[src/logic/usb_dev_cfg.svh]
/*
  register offsets, field positions, reset values and timing counts of the
  usb device control register block.
  assumes: included by the package and the design file, no other dependency.
*/
`ifndef USB_DEV_CFG_SVH
`define USB_DEV_CFG_SVH

`define NUM_EP 7
`define CLK_MHZ 20
`define IDLE_TIME_US 3000
`define IDLE_CNT_W 17
`define FIFO_BYTES 832

`define OFS_FLAGS 8'h00
`define OFS_ENABLES 8'h04
`define OFS_ADDR 8'h08
`define OFS_FRAME_HI 8'h0c
`define OFS_FRAME_LO 8'h10
`define OFS_FRAME_ERR 8'h14
`define OFS_EP_SEL 8'h18
`define OFS_FIFO_RST 8'h1c
`define OFS_EP_CTRL 8'h20
`define OFS_EP_CFG0 8'h24
`define OFS_EP_CFG1 8'h28
`define OFS_EP_STA0 8'h2c

`define BIT_REMOTE_RESUME 6
`define BIT_RESUME_DONE 5
`define BIT_LINE_WAKE 4
`define BIT_BUS_RESET_DONE 3
`define BIT_FRAME_START 2
`define BIT_BUS_IDLE 0
`define FLAG_MASK 8'h7d
`define ENABLES_RESET 8'h08
`define BIT_ADDR_ACT 7
`define BIT_CRC_ERR 4
`define EP_SEL_FORBIDDEN 3'h7
`define BIT_STALL_RQ 5
`define BIT_STALL_CL 4
`define BIT_TOG_RST 3
`define BIT_EP_ON 0
`define POS_TYPE 6
`define BIT_DIR 0
`define POS_SIZE 4
`define POS_BANKS 2
`define BIT_CLAIM 1
`define BIT_CFG_OK 7
`define BIT_OVERRUN 6
`define BIT_STARVE 5
`define POS_TOGGLE 2
`define POS_BUSY 0
`define SIZE_MAX_EP1 3'h5
`define SIZE_MAX_OTHER 3'h3
`define WIDE_EP 3'h1

`endif

[src/logic/usb_dev_pkg.sv]
/*
  types of the usb device control register block.
  assumes: usb_dev_cfg.svh on the include path.
*/
`include "usb_dev_cfg.svh"

package usb_dev_pkg;

  typedef enum logic [1:0] {
    xfer_control = 2'h0,
    xfer_iso = 2'h1,
    xfer_bulk = 2'h2,
    xfer_interrupt = 2'h3
  } xfer_kind_type;

  typedef struct packed {
    logic [2:0] idle_sync;
    logic idle_level;
    logic [`IDLE_CNT_W-1:0] idle_count;
    logic [7:0] flags;
    logic [7:0] enables;
    logic [6:0] dev_addr;
    logic addr_act;
    logic [10:0] frame;
    logic crc_err;
    logic [2:0] ep_sel;
    logic [`NUM_EP-1:0] fifo_rst;
    logic [`NUM_EP-1:0] stall_rq;
    logic [`NUM_EP-1:0] stall_cl;
    logic [`NUM_EP-1:0] tog_rst;
    logic [`NUM_EP-1:0] ep_on;
    logic [`NUM_EP-1:0] dir;
    logic [`NUM_EP-1:0] claim;
    logic [`NUM_EP-1:0] cfg_ok;
    logic [`NUM_EP-1:0] overrun;
    logic [`NUM_EP-1:0] starve;
    xfer_kind_type [`NUM_EP-1:0] ttype;
    logic [`NUM_EP-1:0][1:0] banks;
    logic [`NUM_EP-1:0][2:0] size;
    logic [31:0] rdata;
    logic slverr;
  } ctrl_state_type;

endpackage

[src/logic/usb_dev_ctrl.sv]
/*
  control and status registers of a full/low-speed usb device controller,
  reached over apb: general event flags and enables, function address,
  frame number capture, endpoint selection and per-endpoint configuration.
  assumes: the usb protocol engine runs on pclk and reports its events as
  one-cycle pulses; only the bus idle level arrives from outside the domain.

  // Operation
  // - each start-of-frame token sets the frame start flag, nominally every 1 ms
  // - bus idle in J for 3 ms sets idle flag; software clears, writing one ignored
  // - flags are set by their events whatever their enable bits hold
  // - six enable bits match the flags; reset-done enable resets to one
  // - seven-bit address; writing activate bit enables it; hardware clears activate
  // - eleven-bit frame number of last start-of-frame read as high and low fields
  // - frame number is updated even from a corrupted start-of-frame
  // - crc error flag at bit 4 updates together with the frame start flag
  // - three-bit select picks the endpoint; value 111b is never written
  // - one fifo reset bit per endpoint, held by software then cleared
  // - stall request answers with STALL; a new SETUP clears it
  // - writing stall cancel drops the stall; the bit clears itself at once
  // - toggle reset forces DATA0 next; the bit clears itself at once
  // - bit 0 enables the endpoint; software enables endpoint 0 after reset
  // - type codes: 00b control, 01b iso, 10b bulk, 11b interrupt
  // - direction bit 0: set for IN, clear for OUT and control
  // - size codes 8..256 bytes, large ones endpoint 1 only; bank 00b/01b
  // - the claim bit reserves endpoint memory, clearing it releases it
  // - setting claim updates config valid at bit 7 from size and banks
  // - iso overrun bit 6 and starve bit 5 set by errors, software clears
  // - toggle status reads 00b for DATA0 and 01b for DATA1
  // - busy bank count reads 00b, 01b or 10b
*/
// Chosen here: register access over APB and the register addresses.
`timescale 1ns/100ps
`include "usb_dev_cfg.svh"

module usb_dev_ctrl #(
  parameter int IDLE_CYCLES = `IDLE_TIME_US * `CLK_MHZ,
  parameter int FIFO_CAPACITY = `FIFO_BYTES
) (
  // apb
  input wire logic pclk,
  input wire logic presetn,
  input wire logic psel,
  input wire logic penable,
  input wire logic pwrite,
  input wire logic [7:0] paddr,
  input wire logic [31:0] pwdata,
  output logic [31:0] prdata,
  output logic pready,
  output logic pslverr,
  // events from the protocol engine
  input wire logic sof_seen,
  input wire logic sof_crc_bad,
  input wire logic [10:0] sof_frame_number,
  input wire logic remote_resume_seen,
  input wire logic resume_done_seen,
  input wire logic line_wake_seen,
  input wire logic bus_reset_done_seen,
  input wire logic address_applied,
  // bus line state, asynchronous
  input wire logic line_idle_j,
  // per-endpoint events and status
  input wire logic [`NUM_EP-1:0] setup_seen,
  input wire logic [`NUM_EP-1:0] iso_overrun_seen,
  input wire logic [`NUM_EP-1:0] iso_starve_seen,
  input wire logic [`NUM_EP-1:0][1:0] toggle_state,
  input wire logic [`NUM_EP-1:0][1:0] busy_bank_count,
  // controls to the protocol engine
  output logic usb_irq,
  output logic [6:0] device_address,
  output logic address_activate,
  output logic [`NUM_EP-1:0] endpoint_fifo_reset_bits,
  output logic [`NUM_EP-1:0] stall_request,
  output logic [`NUM_EP-1:0] stall_cancel,
  output logic [`NUM_EP-1:0] toggle_reset,
  output logic [`NUM_EP-1:0] endpoint_on,
  output usb_dev_pkg::xfer_kind_type [`NUM_EP-1:0] transfer_type,
  output logic [`NUM_EP-1:0] transfer_direction,
  output logic [`NUM_EP-1:0][2:0] buffer_size_code,
  output logic [`NUM_EP-1:0][1:0] bank_count_code,
  output logic [`NUM_EP-1:0] memory_claim,
  output logic [`NUM_EP-1:0] config_valid,
  output logic [`NUM_EP-1:0] endpoint_irq_summary
);
  import usb_dev_pkg::*;

  ctrl_state_type s;
  ctrl_state_type next_s;

  always_comb begin
    logic wr;
    logic ep_ok;
    logic [2:0] e;
    logic [2:0] wsize;
    logic [1:0] wbanks;
    logic [31:0] rd;
    logic hit;
    wr = psel & penable & pwrite;
    e = s.ep_sel;
    ep_ok = (s.ep_sel != `EP_SEL_FORBIDDEN);
    wsize = pwdata[`POS_SIZE +: 3];
    wbanks = pwdata[`POS_BANKS +: 2];
    rd = 32'h0;
    hit = 1'b1;
    next_s = s;
    next_s.stall_cl = '0;
    next_s.tog_rst = '0;

    // bus idle filter: the first stage feeds only the second
    next_s.idle_sync = {s.idle_sync[1:0], line_idle_j};
    if (s.idle_sync[1] == s.idle_sync[2]) begin
      next_s.idle_level = s.idle_sync[2];
    end
    if (!s.idle_level) begin
      next_s.idle_count = '0;
    end else if (s.idle_count != `IDLE_CNT_W'(IDLE_CYCLES)) begin
      next_s.idle_count = s.idle_count + `IDLE_CNT_W'(1);
    end

    // software writes, taken at the access edge
    if (wr) begin
      case (paddr)
        `OFS_FLAGS: begin
          next_s.flags = s.flags & pwdata[7:0] & `FLAG_MASK;
        end
        `OFS_ENABLES: begin
          next_s.enables = pwdata[7:0] & `FLAG_MASK;
        end
        `OFS_ADDR: begin
          next_s.dev_addr = pwdata[6:0];
          if (pwdata[`BIT_ADDR_ACT]) begin
            next_s.addr_act = 1'b1;
          end
        end
        `OFS_EP_SEL: begin
          next_s.ep_sel = pwdata[2:0];
        end
        `OFS_FIFO_RST: begin
          next_s.fifo_rst = pwdata[`NUM_EP-1:0];
        end
        `OFS_EP_CTRL: begin
          if (ep_ok) begin
            if (pwdata[`BIT_STALL_RQ]) begin
              next_s.stall_rq[e] = 1'b1;
            end
            if (pwdata[`BIT_STALL_CL]) begin
              next_s.stall_cl[e] = 1'b1;
              next_s.stall_rq[e] = 1'b0;
            end
            next_s.tog_rst[e] = pwdata[`BIT_TOG_RST];
            next_s.ep_on[e] = pwdata[`BIT_EP_ON];
          end
        end
        `OFS_EP_CFG0: begin
          if (ep_ok) begin
            next_s.ttype[e] = xfer_kind_type'(pwdata[`POS_TYPE +: 2]);
            next_s.dir[e] = pwdata[`BIT_DIR];
          end
        end
        `OFS_EP_CFG1: begin
          if (ep_ok) begin
            next_s.size[e] = wsize;
            next_s.banks[e] = wbanks;
            next_s.claim[e] = pwdata[`BIT_CLAIM];
            if (pwdata[`BIT_CLAIM]) begin
              next_s.cfg_ok[e] = (wsize <= ((e == `WIDE_EP) ? `SIZE_MAX_EP1 : `SIZE_MAX_OTHER))
                & !wbanks[1]
                & (((32'd8 << wsize) * (32'd1 + 32'(wbanks[0]))) <= 32'(FIFO_CAPACITY));
            end
          end
        end
        `OFS_EP_STA0: begin
          if (ep_ok) begin
            next_s.overrun[e] = s.overrun[e] & pwdata[`BIT_OVERRUN];
            next_s.starve[e] = s.starve[e] & pwdata[`BIT_STARVE];
          end
        end
        default: begin
        end
      endcase
    end

    // hardware events come after the writes so they win over a software write in the same cycle
    if (address_applied) begin
      next_s.addr_act = 1'b0;
    end
    if (s.idle_level && s.idle_count == `IDLE_CNT_W'(IDLE_CYCLES - 1)) begin
      next_s.flags[`BIT_BUS_IDLE] = 1'b1;
    end
    if (remote_resume_seen) begin
      next_s.flags[`BIT_REMOTE_RESUME] = 1'b1;
    end
    if (resume_done_seen) begin
      next_s.flags[`BIT_RESUME_DONE] = 1'b1;
    end
    if (line_wake_seen) begin
      next_s.flags[`BIT_LINE_WAKE] = 1'b1;
    end
    if (bus_reset_done_seen) begin
      next_s.flags[`BIT_BUS_RESET_DONE] = 1'b1;
    end
    if (sof_seen) begin
      next_s.flags[`BIT_FRAME_START] = 1'b1;
      next_s.frame = sof_frame_number;
      next_s.crc_err = sof_crc_bad;
    end
    for (int i = 0; i < `NUM_EP; i++) begin
      if (setup_seen[i]) begin
        next_s.stall_rq[i] = 1'b0;
      end
      if (iso_overrun_seen[i] && s.ttype[i] == xfer_iso) begin
        next_s.overrun[i] = 1'b1;
      end
      if (iso_starve_seen[i] && s.ttype[i] == xfer_iso) begin
        next_s.starve[i] = 1'b1;
      end
    end

    // read data is captured in the setup phase and held for the access phase
    case (paddr)
      `OFS_FLAGS: rd = {24'h0, s.flags};
      `OFS_ENABLES: rd = {24'h0, s.enables};
      `OFS_ADDR: rd = {25'h0, s.dev_addr};
      `OFS_FRAME_HI: rd = {29'h0, s.frame[10:8]};
      `OFS_FRAME_LO: rd = {24'h0, s.frame[7:0]};
      `OFS_FRAME_ERR: rd = {27'h0, s.crc_err, 4'h0};
      `OFS_EP_SEL: rd = {29'h0, s.ep_sel};
      `OFS_FIFO_RST: rd = {25'h0, s.fifo_rst};
      `OFS_EP_CTRL: begin
        if (ep_ok) begin
          rd = {26'h0, s.stall_rq[e], s.stall_cl[e], s.tog_rst[e], 2'h0, s.ep_on[e]};
        end
      end
      `OFS_EP_CFG0: begin
        if (ep_ok) begin
          rd = {24'h0, s.ttype[e], 5'h0, s.dir[e]};
        end
      end
      `OFS_EP_CFG1: begin
        if (ep_ok) begin
          rd = {25'h0, s.size[e], s.banks[e], s.claim[e], 1'b0};
        end
      end
      `OFS_EP_STA0: begin
        if (ep_ok) begin
          rd = {24'h0, s.cfg_ok[e], s.overrun[e], s.starve[e], 1'b0,
                toggle_state[e], busy_bank_count[e]};
        end
      end
      default: hit = 1'b0;
    endcase
    if (psel && !penable) begin
      next_s.rdata = rd;
      next_s.slverr = !hit;
    end
  end

  always_ff @(posedge pclk or negedge presetn) begin
    if (!presetn) begin
      s <= '0;
      s.enables <= `ENABLES_RESET;
    end else begin
      s <= next_s;
    end
  end

  // one wait-free access phase: data was latched during setup
  assign pready = psel & penable;
  assign prdata = s.rdata;
  assign pslverr = psel & penable & s.slverr;

  assign usb_irq = |(s.flags & s.enables);
  assign device_address = s.dev_addr;
  assign address_activate = s.addr_act;
  assign endpoint_fifo_reset_bits = s.fifo_rst;
  assign stall_request = s.stall_rq;
  assign stall_cancel = s.stall_cl;
  assign toggle_reset = s.tog_rst;
  assign endpoint_on = s.ep_on;
  assign transfer_type = s.ttype;
  assign transfer_direction = s.dir;
  assign buffer_size_code = s.size;
  assign bank_count_code = s.banks;
  assign memory_claim = s.claim;
  assign config_valid = s.cfg_ok;
  assign endpoint_irq_summary = s.overrun | s.starve;

endmodule

[config.mk]
export PLATFORM = sky130hd
export DESIGN_NAME = usb_dev_ctrl
export DESIGN_NICKNAME = d
export VERILOG_FILES = /design/src/logic/usb_dev_pkg.sv /design/src/logic/usb_dev_ctrl.sv
export VERILOG_INCLUDE_DIRS = /design/src /design/src/logic
export SDC_FILE = /design/constraint.sdc
export NUM_CORES = 1
export LEC_CHECK = 0
export ABC_AREA = 1
export BUFFER_PORTS_ARGS = -buffer_cell sky130_fd_sc_hd__buf_2
export CAP_MARGIN = 10
export CORE_UTILIZATION = 45
export CTS_BUF_LIST = sky130_fd_sc_hd__clkbuf_4
export CTS_CLUSTER_DIAMETER = 200
export CTS_CLUSTER_SIZE = 24
export DETAILED_ROUTE_END_ITERATION = 7
export HOLD_SLACK_MARGIN = 0.15
export PLACE_DENSITY_LB_ADDON = 0.12
export SYNTH_ARGS = -nofsm -noshare
export SYNTH_HDL_FRONTEND = slang
export SYNTH_SLANG_ARGS = --single-unit
[constraint.sdc]
create_clock -name pclk -period 3 [get_ports pclk]
set_input_delay 0.3 -clock pclk [delete_from_list [all_inputs] [get_ports pclk]]
set_output_delay 0.3 -clock pclk [all_outputs]
set_load 0.005 [all_outputs]
Yosys cells after proc, flatten, opt, wreduce, memory -nomap -nowiden. Index checks and enable logic that the tools add are counted.

Register bits after elaboration: 208. Input port bits: 113. Output and inout bits: 155. Word-level logic and storage cells: 353.

Add/subtract/negate cells: 2. $mul: 1. $lt $le $gt $ge: 4. Equal/unequal tests: 24. Shifts and indexed selects: 1. Muxes and demuxes: 104. Bitwise operators: 14. Reduce and logical (&&, ||, !) cells: 137.

Operator list (number): $reduce_bool A2 Y1 (78); $mux W112 (1); $mux W14 (7); $pmux W8 S12 (1); $reduce_and A3 Y1 (25); $mux W35 (2); $mux W7 (10); $mux W28 (2); $bwmux W7 (6); $mux W1 (40); $mux W17 (2); $eq A8 B5 Y1 const B (4); $eq A8 B6 Y1 const B (4); $le A32 B10 Y1 const B (1); $mul A32 B2 Y32 (1); $shl A4 B3 Y32 const A (1); $and A7 B7 Y7 (4); $bwmux W14 (2); $bmux W1 S3 (9); $bmux W2 S3 (4); $mux W8 (3); $mux W23 (1); $bwmux W21 (1); $reduce_and A2 Y1 (10); 30 further kinds (68).

Logic depth before layout (Yosys ltp). Gate-level depths: netlist (run 1).

Depth after elaboration: 15. Depth in mapped cells: 12. Mapped depth without buffers: 11.

Worst setup path after synthesis (run 1). No wires, ideal clock.

Kind: register to register. Start: reg s[153] (netlist bit). End: reg (tool-made name). Library setup time: 85 ps. Data arrival time: 2030 ps. Data required time: 2915 ps. Path slack: 885 ps. Cell stages (with the launch flop): 12. Buffers on the path: 1. Period minus slack after synthesis: 2115 ps. Cells stage by stage: dfrtp_1 > buf_6 > nor2_2 > inv_1 > nor2_2 > inv_1 > ha_1 > nand2_1 > inv_1 > o21ai_0 > o311ai_0 > o21ai_0.

RTL lines: start, declared (RTL line usb_dev_ctrl.sv:87) `ctrl_state_type s;`; start signal, assigned (RTL line usb_dev_ctrl.sv:263) `s <= next_s;`.

==> metrics.txt, run 1 <==
Hold Slack 0.174 ns; CP Max Fanout 33; warnings from Yosys 0; RSZ-0062 raised after global routing false; Die X 156 um; Tot GR Track Use 0.273; Post-synth EDFFs 0; worst hold-check path type in -> reg; final hold vios 0; antenna violations before repair 1; # DRC 0; WL final 32500 um; Slowest-stage cell, CP nor2_1; clock buffer depth 2; CP Capture Type register; Seq/Total Area, Yosys 0.434; CP arrival 3.15 ns; initial drt markers 772; placed insts 1812; r2r startpoint s[153]; Critical Path Source s[153]; critical path's most frequent cell nand2_1; CP Launch Type register; Root Buffer clkbuf_4; first-pass GRT wire length 50100 um; Worst-Margin Slew 0.824 ns; Worst Path Buf+Inv 3; # rows 55; TritonCTS clock tree built; post-route core utilization 0.526; cell count after synthesis 1428; Top Family by Delay on Critical Path simple AND/OR/NAND/NOR gates; post-route setup slack 0.309 ns; Worst Path Required 3.46 ns; Synth cell types 41; fin cells 1912; P_leak 6.16 nW; H-tree depth 4; cell area after synthesis 10600 sq um; fin crit period 2.69 ns; Core Area 22900 sq um; Worst VDD drop 0.280 mV; DP Worst Slack 0.368 ns; Max stage delay on crit path 0.42 ns; largest net degree at the start of global routing 63; DIE HEIGHT 156 um; share of cells above drive strength 1 0.202; vias per cell 5.01; number of synthesized register bits 184; Layout area overhead 13.5%; Synth Area per Inst 7.43 sq um; DP HPWL 23600 um; final number of setup-violating endpoints 0; Final GP Congestion 0.929; status complete, no violations; Tcrit/Tclk final 0.897; initial core utilization 0.463; GR Overflow Total 0; Reg clk slew, reported paths 0.17 ns; pwr/cell area 374 nW/um^2; Layout Skew 0.0285 ns; dominant synthesized flop cell dfrtp_1; I/O Buffers 219; number of global-route vias before repair 9081; critical path class reg -> reg; nets 1702; MaxCap Viol Count 0; crit-path cells buf_4, inv_2, nor2_4, inv_1, nor2_1, nand2_1, nand2_1, o21ai_1; hold path start pwrite; via count 9584; Slew Limit Fails 0; IO Pins 268; first drt pass iteration count 6; Fin Setup TNS 0 ns; Peak Freq 0.372 GHz; wire length per cell 17.0 um; die area 24200 sq um; relative slew slack 0.449; clk_lat worst skew 0.59 ns; Post-CTS Setup Bufs 0; asr flop ratio synth 1.00; number of routed nets with antenna violations 0; Sinks on Clock Net 184; TritonCTS Buffers 17
cell families after synthesis:
family / after synthesis / share of synthesized area
XOR/XNOR: 4 / 0.00330
other: 1 / 0.000353
AO/OA/AOI/OAI: 186 / 0.0933
AND/OR/NAND/NOR: 741 / 0.300
buffers and inverters: 307 / 0.163
adder cells (fa/ha/maj): 5 / 0.00566
flip-flops: 184 / 0.434
placed cells by master, fill, tap and decap left out, types with 3 or more instances in the layout:
cell type | Yosys | layout
bufinv_16 | 0 | 3
clkbuf_4 | 0 | 19
inv_2 | 7 | 7
o21ai_0 | 96 | 96
conb_1 | 1 | 24
nand3_2 | 3 | 3
ha_1 | 4 | 4
nand4_1 | 12 | 12
o21ai_1 | 33 | 33
xor2_1 | 4 | 4
nor2_2 | 14 | 14
nor3_1 | 8 | 8
inv_6 | 0 | 5
nor3b_2 | 7 | 7
o21bai_1 | 4 | 4
nor4_1 | 3 | 3
or2_2 | 7 | 7
dfrtp_1 | 183 | 182
nand3_1 | 100 | 100
buf_4 | 144 | 19
nor2_4 | 6 | 6
a21oi_1 | 35 | 35
nand2_1 | 482 | 482
buf_2 | 23 | 218
dlygate4sd3_1 | 0 | 67
o211ai_1 | 12 | 12
clkinvlp_4 | 0 | 3
nor2_1 | 91 | 91
inv_1 | 108 | 108
worst reg2reg max path: cells and delay by family, from the launching register on:
kind | cells | cell delay [ns]
buffers and inverters | 3 | 0.78
AOI/OAI and AO/OA | 1 | 0.07
DFF | 1 | 0.39
and+or+nand+nor | 4 | 1.35
layer usage:
metal,wire (um),track usage,vias up
met2,15300,0.447,309
met1,14300,0.362,4573
li1,-,-,4677
met4,520,0.0663,0
met3,2390,0.0692,25
met5,0,0,-
layout make-up:
| cell class | instances | area, sq um |
|---|---|---|
| Fill cell | 2352 | 10900 |
| Sequential cell | 184 | 4610 |
| Multi-Input combinational cell | 960 | 4360 |
| Timing Repair Buffer | 306 | 1940 |
| Inverter | 116 | 435 |
| Tap cell | 313 | 392 |
| Clock inverter | 13 | 166 |
| Clock buffer | 19 | 143 |
| Antenna cell | 1 | 2.50 |
metrics by stage:
step	instance area, sq um	total power, mW
2_1_floorplan	10700	2.77
3_3_place_gp	11100	2.94
3_5_place_dp	11100	2.95
4_1_cts	12000	4.53
5_1_grt	12000	4.68
6_report	12000	4.50
synthesized netlist by cell type (14+ instances only):
master / number / share of area
inv_1: 108 / 0.038
dfrtp_1: 183 / 0.43
nand2_1: 482 / 0.17
o21ai_1: 33 / 0.016
buf_2: 23 / 0.011
clkbuf_1: 22 / 0.0078
o21ai_0: 96 / 0.045
a21oi_1: 35 / 0.017
buf_4: 144 / 0.10
nor2_2: 14 / 0.0083
nand3_1: 100 / 0.047
nor2_1: 91 / 0.032
power breakdown:
group	leakage, nW	internal (mW)	switching, mW	total, mW
registers	2.40	2.52	0.0282	2.54
logic	3.60	0.164	0.257	0.421
clock network	0.161	0.607	0.931	1.54
total	6.16	3.29	1.22	4.50
repair_timing:
action | in CTS | in global routing
hold buffers | 67 | 0
gates resized for setup | 0 | 0
endpoints found under the hold margin | 133 | 0
endpoints found under the setup margin | 0 | 0
path summary, 6_finish.rpt:
kind	end	slack [ns]	cells past startpoint
worst max-delay path	register	0.31	8
worst min-delay path	stall_cancel[6]	0.17	5
worst max register to register	register	0.31	8
worst min register to register	next_s[211]	0.37	0
max in group asynchronous	s[178]	1.89	3
min in group asynchronous	asynchronous set/reset pin	0.24	2
No activity file was read; power rests on OpenSTA's default activity.
==> run 2: changes to the inputs <==
GPL_ROUTABILITY_DRIVEN = 0   (was not set)
PLACE_DENSITY = 0.69   (was not set)
PLACE_DENSITY_LB_ADDON = not set   (was 0.12)
==> run 2 against run 1 <==
Net effect:
- sequential power barely moved
- combinational power rose by 3%
- critical path type unchanged
- fmax up 0.65%
- routed wire length is 0.48% higher
- clock skew decreased by 0.0044 ns
==> metrics.txt, run 2 (synthesized netlist as in run 1, its figures left out) <==
Tcrit/Tclk final 0.891 (-0.00583); status complete, no violations; largest net degree at the start of global routing 75 (+19%); Worst Path Required 3.52 ns (+0.06 ns); MaxCap Viol Count 0 (unchanged); Critical Path Source s[153]; CP arrival 3.20 ns (+0.05 ns); antenna violations before repair 3 (+2); first drt pass iteration count 5 (-1); CP Max Fanout 12 (-64%); Slew Limit Fails 0 (unchanged); critical path class reg -> reg; fin crit period 2.67 ns (-0.0175 ns); number of routed nets with antenna violations 0 (unchanged); worst hold-check path type in -> async; IO Pins 268 (unchanged); Peak Freq 0.374 GHz (+0.65%); # DRC 0 (unchanged); placed insts 1813 (+0.055%); Sw Ratio 0.287 (+0.0168); Layout Skew 0.0241 ns (-0.00444 ns); commonest cells after routing, fill and taps aside nand2_1 (482), buf_2 (218), dfrtp_1 (182); post-route core utilization 0.527 (+0.00115); Sinks on Clock Net 184 (unchanged); Comb pwr share 0.099 (+0.005); Reg clk slew, reported paths 0.17 ns (about the same); vias per cell 5.12 (+2.1%); Fin Setup TNS 0 ns (unchanged); Worst VDD drop 0.219 mV (-22%); nets 1707 (+0.29%); relative slew slack 0.449 (+0.000703); Hold Slack 0.168 ns (-0.00600 ns); first-pass GRT wire length 50800 um (+1.3%); pwr/cell area 363 nW/um^2 (-2.8%); Layout area overhead 13.7%; Die X 156 um (unchanged); Top Layer Used met4; P_sw 1.26 mW (+3.5%); Tot GR Track Use 0.277 (+0.00364); Root Buffer clkbuf_4; clock power share 0.321 (-0.021); H-tree depth 4 (unchanged); clk_lat worst skew 0.62 ns (+0.03 ns); TritonCTS Buffers 17 (unchanged); wire length per cell 17.0 um (+0.16%); worst reg2reg path depth 6 (-2); GR Overflow Total 0 (unchanged); metal3 WL 2650 um (+11%); number of global-route vias before repair 9237 (+1.7%); I/O Buffers 219 (unchanged); WL final 32600 um (+0.48%); CP Launch Type register; DP HPWL 23400 um (-0.88%); cts repair resizes 0 (unchanged); clock buffer depth 2 (unchanged); Multi-input gate area 4360 sq um (unchanged); P_leak 6.17 nW (+0.13%); Worst-Margin Slew 0.825 ns (+0.00108 ns); r2r startpoint s[153]; final hold vios 0 (unchanged); share of cells above drive strength 1 0.203 (+0.000617); via count 9815 (+2.4%); final number of setup-violating endpoints 0 (unchanged); DIE HEIGHT 156 um (unchanged); Core Area 22900 sq um (unchanged); sequential cell area 4610 sq um (unchanged); # rows 55 (unchanged); met2 WL 15800 um (+3.4%); die area 24200 sq um (unchanged); TritonCTS clock tree built; part of the power in registers 0.580 (+0.015); DRT met1 WL 13200 um (-7.9%); filler instances 2187 (-7.0%); initial core utilization 0.463 (unchanged); RSZ-0062 raised after global routing false; CP Capture Type register; Reg2Reg Setup Slack 0.33 ns (+0.02 ns); Pint 3.13 mW (-4.8%); commonest non-fill, non-tap cell in the layout nand2_1; fin cells 1918 (+0.31%); initial drt markers 968 (+25%)
-- run 2: cell types whose count changed in the layout (fill, tap and decap cells not counted), sizes merged --
cell         delta
bufinv          -2
clkinv          +1
buf             +1
dlygate4sd3     +3
clkinvlp        +1
diode           +1
inv             +1
-- run 2: per-layer routing --
metal  vias up  global-route usage
li1       4710                   -
met1      4607               0.353
met2       430               0.456
met3        68              0.0594
met4         0               0.114
met5         -                   0
-- run 2: layout make-up --
| type | instances | area share |
|---|---|---|
| clock inverters | 14 | 0.0118 |
| repair buffers | 311 | 0.165 |
| well taps | 313 | 0.0324 |
| diodes | 2 | 0.000415 |
| inverters | 116 | 0.0361 |
| clock buffers | 18 | 0.0112 |
| multi-input cells | 960 | 0.361 |
| flip-flops and latches | 184 | 0.382 |
-- run 2: per-stage QoR --
| stage | worst slack (ns) | area [sq um] | power, mW |
|---|---|---|---|
| 6_report | 0.326 | 12100 | 4.39 |
| 5_1_grt | 0.262 | 12100 | 4.55 |
| 4_1_cts | 0.458 | 12100 | 4.40 |
| 3_5_place_dp | 0.510 | 11100 | 2.95 |
| 3_3_place_gp | 0.547 | 11100 | 2.94 |
| 2_1_floorplan | 0.885 | 10700 | 2.77 |
-- run 2: power groups by stage --
stage | Combinational [mW] | Sequential (mW) | Clock [mW]
final | 0.433 | 2.55 | 1.41
after global placement | 0.351 | 2.59 | 0
after global routing | 0.477 | 2.55 | 1.53
after CTS | 0.425 | 2.54 | 1.43
after floorplan | 0.192 | 2.58 | 0
after detailed placement | 0.357 | 2.59 | 0
-- run 2: how the worst min path moves through the flow --
| stage | cells past startpoint | end | slack (ns) | from |
|---|---|---|---|---|
| 2_1_floorplan | 0 | asynchronous set/reset pin | 0.004 | presetn |
| 3_3_place_gp | 1 | s[85] | 0.29 | presetn |
| 3_5_place_dp | 1 | s[85] | 0.29 | presetn |
| 4_1_cts | 6 | stall_cancel[6] | 0.16 | paddr[6] |
| 5_1_grt | 5 | s[0] | 0.17 | paddr[5] |
| 6_report | 2 | asynchronous set/reset pin | 0.17 | presetn |
-- run 2: what timing repair did --
action	4_1_cts	5_1_grt
buffers inserted	0	0
endpoints found under the setup margin	0	0
hold buffers	70	0
hold endpoints to repair	232	0
-- run 2: critical path, cell delays in order (launching register included) --
cell     delay, ns
dfrtp_1       0.67
inv_2         0.27
nor2_4        0.40
inv_1         0.10
nor2_1        0.48
nand2_1       0.37
o21ai_0       0.27
